### config.mk
export PLATFORM = sky130hd
export DESIGN_NAME = i2cm_master
export DESIGN_NICKNAME = d
export VERILOG_FILES = /design/src/i2cm_pkg.sv /design/src/i2cm_sync.sv /design/src/i2cm_phase.sv /design/src/i2cm_master.sv
export SDC_FILE = /design/constraint.sdc
export NUM_CORES = 1
export LEC_CHECK = 0
export ABC_AREA = 1
export BUFFER_PORTS_ARGS = -buffer_cell sky130_fd_sc_hd__buf_2
export CORE_ASPECT_RATIO = 0.7
export CORE_MARGIN = 4
export CORE_UTILIZATION = 45
export CTS_BUF_LIST = sky130_fd_sc_hd__clkbuf_8
export CTS_CLUSTER_SIZE = 12
export DETAILED_ROUTE_END_ITERATION = 12
export MAX_ROUTING_LAYER = met4
export PLACE_DENSITY = 0.72
export SYNTH_ARGS = -nofsm -noshare
export SYNTH_HDL_FRONTEND = slang
export SYNTH_SLANG_ARGS = --single-unit
### constraint.sdc
create_clock -name core_clk -period 3.3 [get_ports core_clk]
set_clock_uncertainty 0.05 [all_clocks]
set_input_delay 0.495 -clock core_clk [delete_from_list [all_inputs] [get_ports core_clk]]
set_output_delay 0.495 -clock core_clk [all_outputs]
set_load 0.02 [all_outputs]
### src/i2cm_pkg.sv
`default_nettype none
package i2cm_pkg;

  // ----------------------------------------------------------------
  // Register map (word addresses on the plain register port)
  // ----------------------------------------------------------------
  localparam int          ADDR_W           = 3;
  localparam logic [2:0]  ADDR_RELOAD      = 3'h0;
  localparam logic [2:0]  ADDR_BUFFER      = 3'h1;
  localparam logic [2:0]  ADDR_CONTROL_TWO = 3'h2;
  localparam logic [2:0]  ADDR_STATUS      = 3'h3;

  // ----------------------------------------------------------------
  // Control-two fields
  // ----------------------------------------------------------------
  localparam int BIT_START   = 0;
  localparam int BIT_RECEIVE = 3;
  localparam int BIT_ACK_EN  = 4;
  localparam int BIT_ACK_VAL = 5;
  localparam int BIT_ACK_ST  = 6;

  // ----------------------------------------------------------------
  // Status register fields
  // ----------------------------------------------------------------
  localparam int BIT_FULL    = 0;
  localparam int BIT_START_S = 3;
  localparam int BIT_WRITE_COLLISION_FLAG    = 4;
  localparam int BIT_IRQ     = 5;
  localparam int BIT_BUSY    = 6;

  localparam logic [6:0] RELOAD_RESET = 7'h00;
  localparam logic [7:0] BYTE_ZERO    = 8'h00;
  localparam logic [3:0] BITS_PER_BYTE = 4'h8;

  // ----------------------------------------------------------------
  // Carriers
  // ----------------------------------------------------------------
  typedef struct packed {
    logic [ADDR_W-1:0] addr;
    logic [7:0]        wdata;
    logic              wr;
    logic              rd;
  } i2cm_bus_s;

  typedef struct packed {
    logic scl_i;
    logic sda_i;
  } i2cm_pin_in_s;

  typedef struct packed {
    logic scl_o;
    logic scl_oe;
    logic sda_o;
    logic sda_oe;
  } i2cm_pin_out_s;

  typedef enum logic [3:0] {
    ST_IDLE, ST_START_WAIT, ST_START_HOLD,
    ST_TX_LOW, ST_TX_HIGH, ST_RX_LOW, ST_RX_HIGH,
    ST_ACK_LOW, ST_ACK_HIGH
  } i2cm_state_e;

endpackage : i2cm_pkg
`default_nettype wire

### src/i2cm_sync.sv
`default_nettype none
module i2cm_sync (
  // Clock and reset
  input  wire logic                   core_clk,
  input  wire logic                   rst_b,
  // Raw pins
  input  wire i2cm_pkg::i2cm_pin_in_s pin_raw,
  // Synchronised pins
  output var  i2cm_pkg::i2cm_pin_in_s pin_sync
);
  import i2cm_pkg::*;

  typedef struct packed {
    i2cm_pin_in_s first;
    i2cm_pin_in_s second;
  } i2cm_sync_s;

  i2cm_sync_s state;
  i2cm_sync_s next_state;

  always_comb begin
    next_state.first  = pin_raw;
    next_state.second = state.first;
  end

  // Pulled-up lines idle high
  always_ff @(posedge core_clk or negedge rst_b) begin
    if (!rst_b) begin
      state <= '1;
    end else begin
      state <= next_state;
    end
  end

  assign pin_sync = state.second;

endmodule : i2cm_sync
`default_nettype wire

### src/i2cm_phase.sv
`default_nettype none
module i2cm_phase (
  // Clock and reset
  input  wire logic core_clk,
  input  wire logic rst_b,
  // Count strobe, second and fourth quarter of each instruction cycle
  output logic      count_tick
);
  import i2cm_pkg::*;

  // ----------------------------------------------------------------
  // Quarter-phase counter: four core clocks form one instruction cycle
  // ----------------------------------------------------------------
  typedef struct packed {
    logic [1:0] quarter;
  } i2cm_phase_s;

  i2cm_phase_s state;
  i2cm_phase_s next_state;

  always_comb begin
    next_state.quarter = state.quarter + 2'h1;
  end

  always_ff @(posedge core_clk or negedge rst_b) begin
    if (!rst_b) begin
      state <= '0;
    end else begin
      state <= next_state;
    end
  end

  // Quarters 1 and 3 are phase two and phase four
  assign count_tick = state.quarter[0];

endmodule : i2cm_phase
`default_nettype wire

### src/i2cm_master.sv
`default_nettype none
module i2cm_master (
  // Clock and reset
  input  wire logic                    core_clk,
  input  wire logic                    rst_b,
  // Register port
  input  wire i2cm_pkg::i2cm_bus_s     bus,
  output logic [7:0]                   rdata,
  // Serial bus pins
  input  wire i2cm_pkg::i2cm_pin_in_s  pin_in,
  output var  i2cm_pkg::i2cm_pin_out_s pin_out,
  // Interrupt flag level
  output logic                         port_interrupt_flag
);
  import i2cm_pkg::*;

  // ----------------------------------------------------------------
  // State
  // ----------------------------------------------------------------
  typedef struct packed {
    i2cm_state_e fsm;
    logic [6:0]  bitrate_reload_reg;
    logic [6:0]  bitrate_counter;
    logic        counting;
    logic [7:0]  shift_buffer_reg;
    logic [7:0]  shift_register;
    logic [3:0]  bit_count;
    logic        buffer_full_flag;
    logic        write_collision_flag;
    logic        ack_received_status;
    logic        ack_value_bit;
    logic        ack_sequence_enable;
    logic        receive_enable_bit;
    logic        start_enable_bit;
    logic        start_seen;
    logic        port_interrupt_flag;
    logic        scl_low;
    logic        sda_low;
    logic        receiving;
    logic [7:0]  rdata;
  } i2cm_master_s;

  i2cm_master_s state;
  i2cm_master_s next_state;
  i2cm_pin_in_s pin_sync;
  logic         count_tick;
  logic         timeout;
  logic         busy;
  logic         buf_wr;
  logic         ctl_wr;
  logic         stat_wr;

  // ----------------------------------------------------------------
  // Pin synchroniser and phase strobe
  // ----------------------------------------------------------------

  i2cm_sync u_sync (
    .core_clk (core_clk),
    .rst_b    (rst_b),
    .pin_raw  (pin_in),
    .pin_sync (pin_sync)
  );

  // Counter steps on two quarters of each instruction cycle
  i2cm_phase u_phase (
    .core_clk   (core_clk),
    .rst_b      (rst_b),
    .count_tick (count_tick)
  );

  // ----------------------------------------------------------------
  // Decodes
  // ----------------------------------------------------------------
  // Any running sequence counts as busy; commands are not queued
  assign busy    = (state.fsm != ST_IDLE);
  assign timeout = state.counting && count_tick && (state.bitrate_counter == RELOAD_RESET);
  assign buf_wr  = bus.wr && (bus.addr == ADDR_BUFFER);
  assign ctl_wr  = bus.wr && (bus.addr == ADDR_CONTROL_TWO);
  assign stat_wr = bus.wr && (bus.addr == ADDR_STATUS);

  // ----------------------------------------------------------------
  // Next state
  // ----------------------------------------------------------------
  always_comb begin
    next_state = state;

    // Bit-rate counter: decrement to zero, then stop
    if (state.counting && count_tick) begin
      if (state.bitrate_counter == RELOAD_RESET) begin
        next_state.counting = 1'b0;
      end else begin
        next_state.bitrate_counter = state.bitrate_counter - 7'h01;
      end
    end

    // Register writes
    // Bit 7 of the reload byte is ignored
    if (bus.wr && bus.addr == ADDR_RELOAD) begin
      next_state.bitrate_reload_reg = bus.wdata[6:0];
    end
    // Control writes while busy are dropped, not queued
    if (ctl_wr && !busy) begin
      next_state.ack_value_bit = bus.wdata[BIT_ACK_VAL];
      next_state.ack_sequence_enable = bus.wdata[BIT_ACK_EN];
      next_state.receive_enable_bit = bus.wdata[BIT_RECEIVE];
      next_state.start_enable_bit = bus.wdata[BIT_START];
    end
    if (stat_wr) begin
      // Software clears; only zero bits clear
      if (!bus.wdata[BIT_WRITE_COLLISION_FLAG]) next_state.write_collision_flag = 1'b0;
      if (!bus.wdata[BIT_IRQ]) next_state.port_interrupt_flag = 1'b0;
      if (!bus.wdata[BIT_START_S]) next_state.start_seen = 1'b0;
    end

    // Buffer write: accepted only when idle, else collision
    if (buf_wr) begin
      if (busy) begin
        next_state.write_collision_flag = 1'b1;
      end else begin
        next_state.shift_buffer_reg = bus.wdata;
        next_state.shift_register = bus.wdata;
        next_state.buffer_full_flag = 1'b1;
        next_state.bit_count = '0;
        next_state.receiving = 1'b0;
        next_state.bitrate_counter = state.bitrate_reload_reg;
        next_state.counting = 1'b1;
        next_state.scl_low = 1'b1;
        next_state.fsm = ST_TX_LOW;
      end
    end

    // Buffer read clears full in receive
    next_state.rdata = BYTE_ZERO;
    if (bus.rd) begin
      case (bus.addr)
        ADDR_RELOAD: next_state.rdata = {1'b0, state.bitrate_reload_reg};
        ADDR_BUFFER: begin
          next_state.rdata = state.shift_buffer_reg;
          if (state.receiving) next_state.buffer_full_flag = 1'b0;
        end
        ADDR_CONTROL_TWO: begin
          next_state.rdata[BIT_ACK_ST] = state.ack_received_status;
          next_state.rdata[BIT_ACK_VAL] = state.ack_value_bit;
          next_state.rdata[BIT_ACK_EN] = state.ack_sequence_enable;
          next_state.rdata[BIT_RECEIVE] = state.receive_enable_bit;
          next_state.rdata[BIT_START] = state.start_enable_bit;
        end
        ADDR_STATUS: begin
          next_state.rdata[BIT_FULL] = state.buffer_full_flag;
          next_state.rdata[BIT_START_S] = state.start_seen;
          next_state.rdata[BIT_WRITE_COLLISION_FLAG] = state.write_collision_flag;
          next_state.rdata[BIT_IRQ] = state.port_interrupt_flag;
          next_state.rdata[BIT_BUSY] = busy;
        end
        default: next_state.rdata = BYTE_ZERO;
      endcase
    end

    // ----------------------------------------------------------------
    // Sequencer
    // ----------------------------------------------------------------
    case (state.fsm)
      // Start has priority over receive and acknowledge
      ST_IDLE: begin
        if (state.start_enable_bit) begin
          if (pin_sync.scl_i && pin_sync.sda_i) begin
            next_state.bitrate_counter = state.bitrate_reload_reg;
            next_state.counting = 1'b1;
            next_state.fsm = ST_START_WAIT;
          end
        end else if (state.receive_enable_bit) begin
          next_state.bitrate_counter = state.bitrate_reload_reg;
          next_state.counting = 1'b1;
          next_state.bit_count = '0;
          next_state.scl_low = 1'b1;
          next_state.sda_low = 1'b0;
          next_state.fsm = ST_RX_LOW;
        end else if (state.ack_sequence_enable) begin
          next_state.bitrate_counter = state.bitrate_reload_reg;
          next_state.counting = 1'b1;
          next_state.scl_low = 1'b1;
          next_state.sda_low = !state.ack_value_bit;
          next_state.fsm = ST_ACK_LOW;
        end
      end
      ST_START_WAIT: begin
        if (timeout) begin
          if (pin_sync.scl_i && pin_sync.sda_i) begin
            next_state.sda_low = 1'b1;
            next_state.start_seen = 1'b1;
            next_state.bitrate_counter = state.bitrate_reload_reg;
            next_state.counting = 1'b1;
            next_state.fsm = ST_START_HOLD;
          end else begin
            // Bus not free: retry after reload
            next_state.bitrate_counter = state.bitrate_reload_reg;
            next_state.counting = 1'b1;
          end
        end
      end
      ST_START_HOLD: begin
        // Second period keeps data low as the start hold time
        if (timeout) begin
          next_state.start_enable_bit = 1'b0;
          next_state.port_interrupt_flag = 1'b1;
          next_state.fsm = ST_IDLE;
        end
      end
      ST_TX_LOW, ST_RX_LOW, ST_ACK_LOW: begin
        if (timeout) begin
          next_state.scl_low = 1'b0;
          next_state.fsm = (state.fsm == ST_TX_LOW) ? ST_TX_HIGH :
                           (state.fsm == ST_RX_LOW) ? ST_RX_HIGH : ST_ACK_HIGH;
        end else if (state.fsm == ST_TX_LOW && state.counting) begin
          // Drive bit early in the low phase, after the fall
          if (state.bit_count < BITS_PER_BYTE) begin
            next_state.sda_low = !state.shift_register[7];
          end else begin
            next_state.sda_low = 1'b0;
          end
        end else if (state.fsm == ST_RX_LOW) begin
          next_state.sda_low = 1'b0;
        end
      end
      // High phase: counter held until the line reads high
      ST_TX_HIGH, ST_RX_HIGH, ST_ACK_HIGH: begin
        if (!state.counting && state.bitrate_counter == state.bitrate_reload_reg) begin
          // Waiting for clock release seen high
          if (pin_sync.scl_i) next_state.counting = 1'b1;
        end else if (!state.counting && !timeout &&
                     state.bitrate_counter != state.bitrate_reload_reg &&
                     state.bitrate_counter != RELOAD_RESET) begin
          next_state.counting = 1'b0;
        end
        if (state.scl_low == 1'b0 && !state.counting &&
            state.bitrate_counter == RELOAD_RESET) begin
          // Previous low phase ended; hold until clock sampled high
          next_state.bitrate_counter = state.bitrate_reload_reg;
        end
        if (timeout) begin
          next_state.scl_low = 1'b1;
          next_state.bitrate_counter = state.bitrate_reload_reg;
          next_state.counting = 1'b1;
          case (state.fsm)
            ST_TX_HIGH: begin
              next_state.bit_count = state.bit_count + 4'h1;
              next_state.shift_register = {state.shift_register[6:0], 1'b0};
              next_state.fsm = ST_TX_LOW;
              if (state.bit_count == BITS_PER_BYTE - 4'h1) begin
                next_state.buffer_full_flag = 1'b0;
                next_state.sda_low = 1'b0;
              end
              if (state.bit_count == BITS_PER_BYTE) begin
                next_state.ack_received_status = pin_sync.sda_i;
                next_state.port_interrupt_flag = 1'b1;
                next_state.counting = 1'b0;
                next_state.fsm = ST_IDLE;
              end
            end
            ST_RX_HIGH: begin
              // Data sampled at the end of the high phase
              next_state.shift_register = {state.shift_register[6:0], pin_sync.sda_i};
              next_state.bit_count = state.bit_count + 4'h1;
              next_state.fsm = ST_RX_LOW;
              if (state.bit_count == BITS_PER_BYTE - 4'h1) begin
                next_state.receive_enable_bit = 1'b0;
                next_state.shift_buffer_reg = {state.shift_register[6:0], pin_sync.sda_i};
                next_state.buffer_full_flag = 1'b1;
                next_state.port_interrupt_flag = 1'b1;
                next_state.receiving = 1'b1;
                next_state.counting = 1'b0;
                next_state.fsm = ST_IDLE;
              end
            end
            // Acknowledge sequence ends idle with the clock held low
            default: begin
              next_state.ack_sequence_enable = 1'b0;
              next_state.port_interrupt_flag = 1'b1;
              next_state.counting = 1'b0;
              next_state.fsm = ST_IDLE;
            end
          endcase
        end
      end
      default: next_state.fsm = ST_IDLE;
    endcase
  end

  // ----------------------------------------------------------------
  // Registers
  // ----------------------------------------------------------------
  always_ff @(posedge core_clk or negedge rst_b) begin
    if (!rst_b) begin
      state <= '0;
      // Reads as not acknowledged until a byte ends
      state.ack_received_status <= 1'b1;
      state.fsm <= ST_IDLE;
    end else begin
      state <= next_state;
    end
  end

  // ----------------------------------------------------------------
  // Outputs: open drain, drive low or release
  // ----------------------------------------------------------------
  // Enables high pull the line low
  always_comb begin
    pin_out.scl_o  = 1'b0;
    pin_out.sda_o  = 1'b0;
    pin_out.scl_oe = state.scl_low;
    pin_out.sda_oe = state.sda_low;
  end

  assign rdata = state.rdata;
  assign port_interrupt_flag = state.port_interrupt_flag;

endmodule : i2cm_master
`default_nettype wire

* Yosys cells after proc, flatten, opt, wreduce, memory -nomap -nowiden
Index checks and enable logic that the tools add are counted.
** Word-level totals
- Register bits after elaboration :: 65
- Input port bits :: 17
- Output and inout bits :: 13
** Operators by class
- Add/sub/neg operators :: 3
- $lt $le $gt $ge :: 1
- Eq/ne operators :: 24
- Multiplexer cells :: 97
- Bitwise gates (word level) :: 1
- Reduce and logical (&&, ||, !) cells :: 31
** Operators with widths (count)
- $mux W4 :: 16
- $mux W8 :: 8
- $mux W29 :: 2
- $mux W1 :: 44
- $mux W30 :: 1
- $pmux W13 S2 :: 1
- $pmux W8 S3 :: 1
- $eq A4 B3 Y1 const B :: 5
- $pmux W4 S5 :: 1
- $mux W16 :: 1
- $pmux W4 S2 :: 2
- $pmux W4 S4 :: 1
- $logic_and A1 B1 Y1 :: 15
- $mux W2 :: 7
- $mux W7 :: 2
- $ne A2 B2 Y1 const B :: 7
- $reduce_and A10 Y1 :: 1
- $mux W9 :: 1
- $eq A4 B2 Y1 const B :: 2
- $eq A4 B4 Y1 const B :: 2
- $pmux W1 S4 :: 2
- $reduce_bool A4 Y1 :: 2
- $eq A7 B7 Y1 :: 1
- $logic_not A7 Y1 :: 1
- 21 further kinds :: 31

* Longest topological paths before layout
- Depth in word-level cells :: 12
- Depth in mapped cells :: 12
- Depth with buffers taken out :: 12

* Hierarchy
Synthesis repeated with hierarchy kept, for this count alone.
** Second synthesis, totals
- Cell total of the unflattened synthesis :: 571
- Area, all modules :: 4011.3 sq um
** By module, submodules not included
- i2cm_master :: times used 1, cells each 565, area an instance 3877.5 sq um
- i2cm_sync :: times used 1, cells each 4, area an instance 105.1 sq um
- i2cm_phase :: times used 1, cells each 2, area an instance 28.8 sq um

* Least setup slack after synthesis
OpenSTA, ideal clock, no wires.
- Path kind :: register to register
- Start :: register state[41] (netlist bit)
- End :: register state[32] (netlist bit)
- Setup time :: 119 ps
- Arrival time :: 1564 ps
- Required time :: 3131 ps
- Setup slack :: 1567 ps
- Stages on the path, launching flop included :: 11
- Path buffers :: 1
- Clock period less this slack :: 1733 ps
- Cell sequence :: dfrtp_1 -> inv_1 -> ha_1 -> nand2_1 -> nor2_4 -> nand2_4 -> clkinv_2 -> nand4_4 -> buf_6 -> o22ai_1 -> inv_1
** RTL lines
- from (decl) :: line i2cm_master.sv:43 : i2cm_master_s state;
- from (signal assigned) :: line i2cm_master.sv:299 : state <= next_state;

==> flow_summary_export.csv <==
group,metric,value,unit
sta,setup_viol,0,
yosys,yosys_warnings,0,
run_status,outcome,"completed",
hold_path,hold_path.class,"primary input to async pin",
cells_and_area,antennaDiodeCount,0,
place,place_area,3980,um^2
yosys,avgSynthCellArea,7.367,um^2
clock_tree,cts_max_level,3,
critical_path,r2r_slack,1.10,ns
critical_path,worst-setup-path-type,"flip-flop to flip-flop",
routing,drc_errors,0,
yosys,netlist_instances,525,
yosys,synthDistinctLibCells,46,
clock_tree,root_buffer,"clkbuf_8",
sta,max_slew_margin,0.4251,
yosys,ys_seq_elements,64,
power,seq_power_share,0.511,
cells_and_area,layout.nets,564,
clock_tree,cts_tree,"yes",
power,intPower,1.203,mW
die,dieArea,10170,um^2
global_routing,antenna_found_initial,0,
yosys,async_flop_share,1.000,
global_routing,grt_pass1_wl,17300,um
power,switchingPower,0.4605,mW
routing,dr.pass1.iters,6,
power,combinationalPowerShare,0.077,
sta,rsz0062_at_grt,"no",
routing,wire_per_inst,16.32,um
die,fp-row-count,27,
clock_tree,path_clk_slew,0.08,ns
critical_path,cp_data_required_time,3.50,ns
power,total_power,1.663,mW
cells_and_area,areaGrowthSynthToFinish,7.991,%
power,clkPwrFrac,0.412,
routing,drt_iter0_markers,374,
yosys,synth-main-ff-cell,"dfrtp_1",
die,io_pins,30,
routing,via_count,3577,
clock_tree,cts.hold.buffers_added,0,
clock_tree,cts_buffers,9,
routing,routed_via_density,5.512,
yosys,synth_top_area_frac,0.3818,
sta,max_slew.worst_pin.slew,0.8592,ns
yosys,synth_edf_count,0,
yosys,synth_area,3867,um^2
clock_tree,post_cts_resized,0,
power,p_leak,2.279,nW
cells_and_area,instances_no_fill,649,
clock_tree,worstSkewPairLatency,0.36,ns
flow_run,maxCapViolations,0,
critical_path,cp_max_fo,34,
sta,drv_slew,0,
sta,period_minus_slack,2.201,ns
place,dp_hpwl,8020,um
clock_tree,post_cts_buffers,0,
place,gp_congestion,1.016,
sta,tns,0,ns
die,core_area,8108,um^2
global_routing,grt_max_degree,35,
die,start_util,0.4770,
die,die_w,118.8,um
clock_tree,cts_buffer_depth,2,
sta,hold_viol,0,
sta,finalCritPeriodShare,0.6669,
global_routing,track_usage,0.2239,
global_routing,grt-ovfl-total,0,
power,vdd_ir_drop_max,0.2639,mV
critical_path,arrival,2.40,ns
yosys,ys_top_cells_by_area,"dfrtp_1, nand2_1, inv_1",
cells_and_area,finish.utilization,0.5151,
yosys,synth_top_area_cell,"dfrtp_1",
critical_path,crit_path_end_kind,"flip-flop",
place,io_buffers,27,
place,placed_cells,633,
cells_and_area,design_area,4177,um^2
clock_tree,clock-sinks,64,
sta,fmax,454.4,MHz
routing,final_antenna_net_count,0,
yosys,ys_seq_area_frac,0.4157,
global_routing,grt_pass1_vias,3337,
die,dieHeight,85.57,um
cells_and_area,drive_gt1_frac,0.1350,
routing,wirelength,10590,um
critical_path,startpoint_type,"flip-flop",
power,power_density,398.3,nW/um^2
power,p_sw_frac,0.2768,
-- final timing paths --
kind | start | end | cells after the start
worst max-delay path | state[56]$_DFF_PN0_ | state[44]$_DFF_PN0_ | 10
min in group core_clk | pin_in[0] | u_sync.next_state[0]$_DFF_PN1_ | 1
worst min-delay path | rst_b | port_interrupt_flag$_DFF_PN0_ | 1
worst max register to register | state[56]$_DFF_PN0_ | state[44]$_DFF_PN0_ | 10
max in group asynchronous | rst_b | u_sync.next_state[1]$_DFF_PN1_ | 2
worst min register to register | u_sync.next_state[1]$_DFF_PN1_ | u_sync.pin_sync[1]$_DFF_PN1_ | 0
-- sequential cells by signal, indices dropped and copies added, names as in the netlist --
name and flops:
state 48, u_phase.state 1, rdata 8, u_sync.pin_sync 2
port_interrupt_flag 1, pin_out 2, u_sync.next_state 2
-- layout make-up --
class / count / area (um^2)
fillers: 776 / 3931
multi-input cells: 355 / 1777
flip-flops and latches: 64 / 1608
inverters: 84 / 319.1
repair buffers: 29 / 150.1
well taps: 101 / 126.4
clock buffers: 9 / 123.9
clock inverters: 7 / 72.57
-- through the flow --
stage | worst slack [ns] | hold WS, ns
after floorplan | 1.567 | 0.1494
after global placement | 1.150 | 0.2959
after detailed placement | 1.084 | 0.2970
after CTS | 1.116 | 0.1030
after global routing | 0.9421 | 0.1311
final | 1.099 | 0.1015
-- power by group through the flow --
stage          logic, mW  clock network, mW  registers [mW]
3_3_place_gp       0.126                  0           0.864
6_report           0.128              0.685           0.850
2_1_floorplan     0.0715                  0           0.852
5_1_grt            0.147              0.733           0.854
4_1_cts            0.128              0.705           0.849
3_5_place_dp       0.128                  0           0.864
-- metal layers --
layer / GRT usage / wire [um]
met1: 0.3122 / 4990
met2: 0.3088 / 4292
met3: 0.08042 / 1114
met4: 0.05678 / 193
met5: - / 0
-- worst max-delay path, cell delays in order, from the launching register on --
cell and delay, ns:
dfrtp_1 0.52, nor2_2 0.22, nand2_2 0.18, inv_4 0.15, nand3_4 0.32, nand2_1 0.25
inv_2 0.07, o21ai_1 0.08, o211ai_1 0.10, o21ai_1 0.08, nand2_1 0.06
-- cells by family after synthesis --
group / synth area share
AND/OR/NAND/NOR: 0.2640
AO/OA/AOI/OAI: 0.1669
buffers and inverters: 0.1259
flip-flops: 0.4157
XOR/XNOR: 0.01359
adder cells (fa/ha/maj): 0.01294
other: 0.0009696
-- synth_stat cells, types with 2 or more instances --
| master | number |
|---|---|
| nand2_1 | 128 |
| inv_1 | 74 |
| dfrtp_1 | 59 |
| nor2_1 | 47 |
| o21ai_0 | 39 |
| nand3_1 | 36 |
| o21ai_1 | 25 |
| buf_4 | 12 |
| a21oi_1 | 11 |
| inv_2 | 8 |
| a221oi_1 | 6 |
| o211ai_1 | 6 |
| buf_2 | 5 |
| dfstp_2 | 5 |
| nand4_1 | 5 |
| nor3_1 | 5 |
| o22ai_1 | 5 |
| buf_6 | 4 |
| ha_1 | 4 |
| nor2_2 | 4 |
| o31ai_1 | 4 |
| xor2_1 | 4 |
| a22oi_1 | 2 |
| clkbuf_1 | 2 |
| nand2_2 | 2 |
| nor2_4 | 2 |
| xnor2_1 | 2 |
-- cell usage in the layout (no fill, tap or decap), drive strengths merged --
cell / count
clkinvlp: 1
xor2: 4
nand3: 37
xnor2: 2
o311ai: 1
a211oi: 1
nand4: 6
clkinv: 4
o22ai: 5
o2111ai: 1
dfstp: 5
o31ai: 4
a21boi: 1
clkbuf: 9
bufinv: 1
a31oi: 1
a22oi: 2
o32ai: 1
a22o: 1
o2bb2ai: 1
o221ai: 1
o211ai: 6
dfrtp: 59
nor3: 6
buf: 29
nor2: 53
o21ai: 65
nand3b: 1
a21oi: 12
ha: 4
a221oi: 6
nand2: 131
conb: 2
inv: 85
Note: power is estimated with default switching activity, not from simulation.
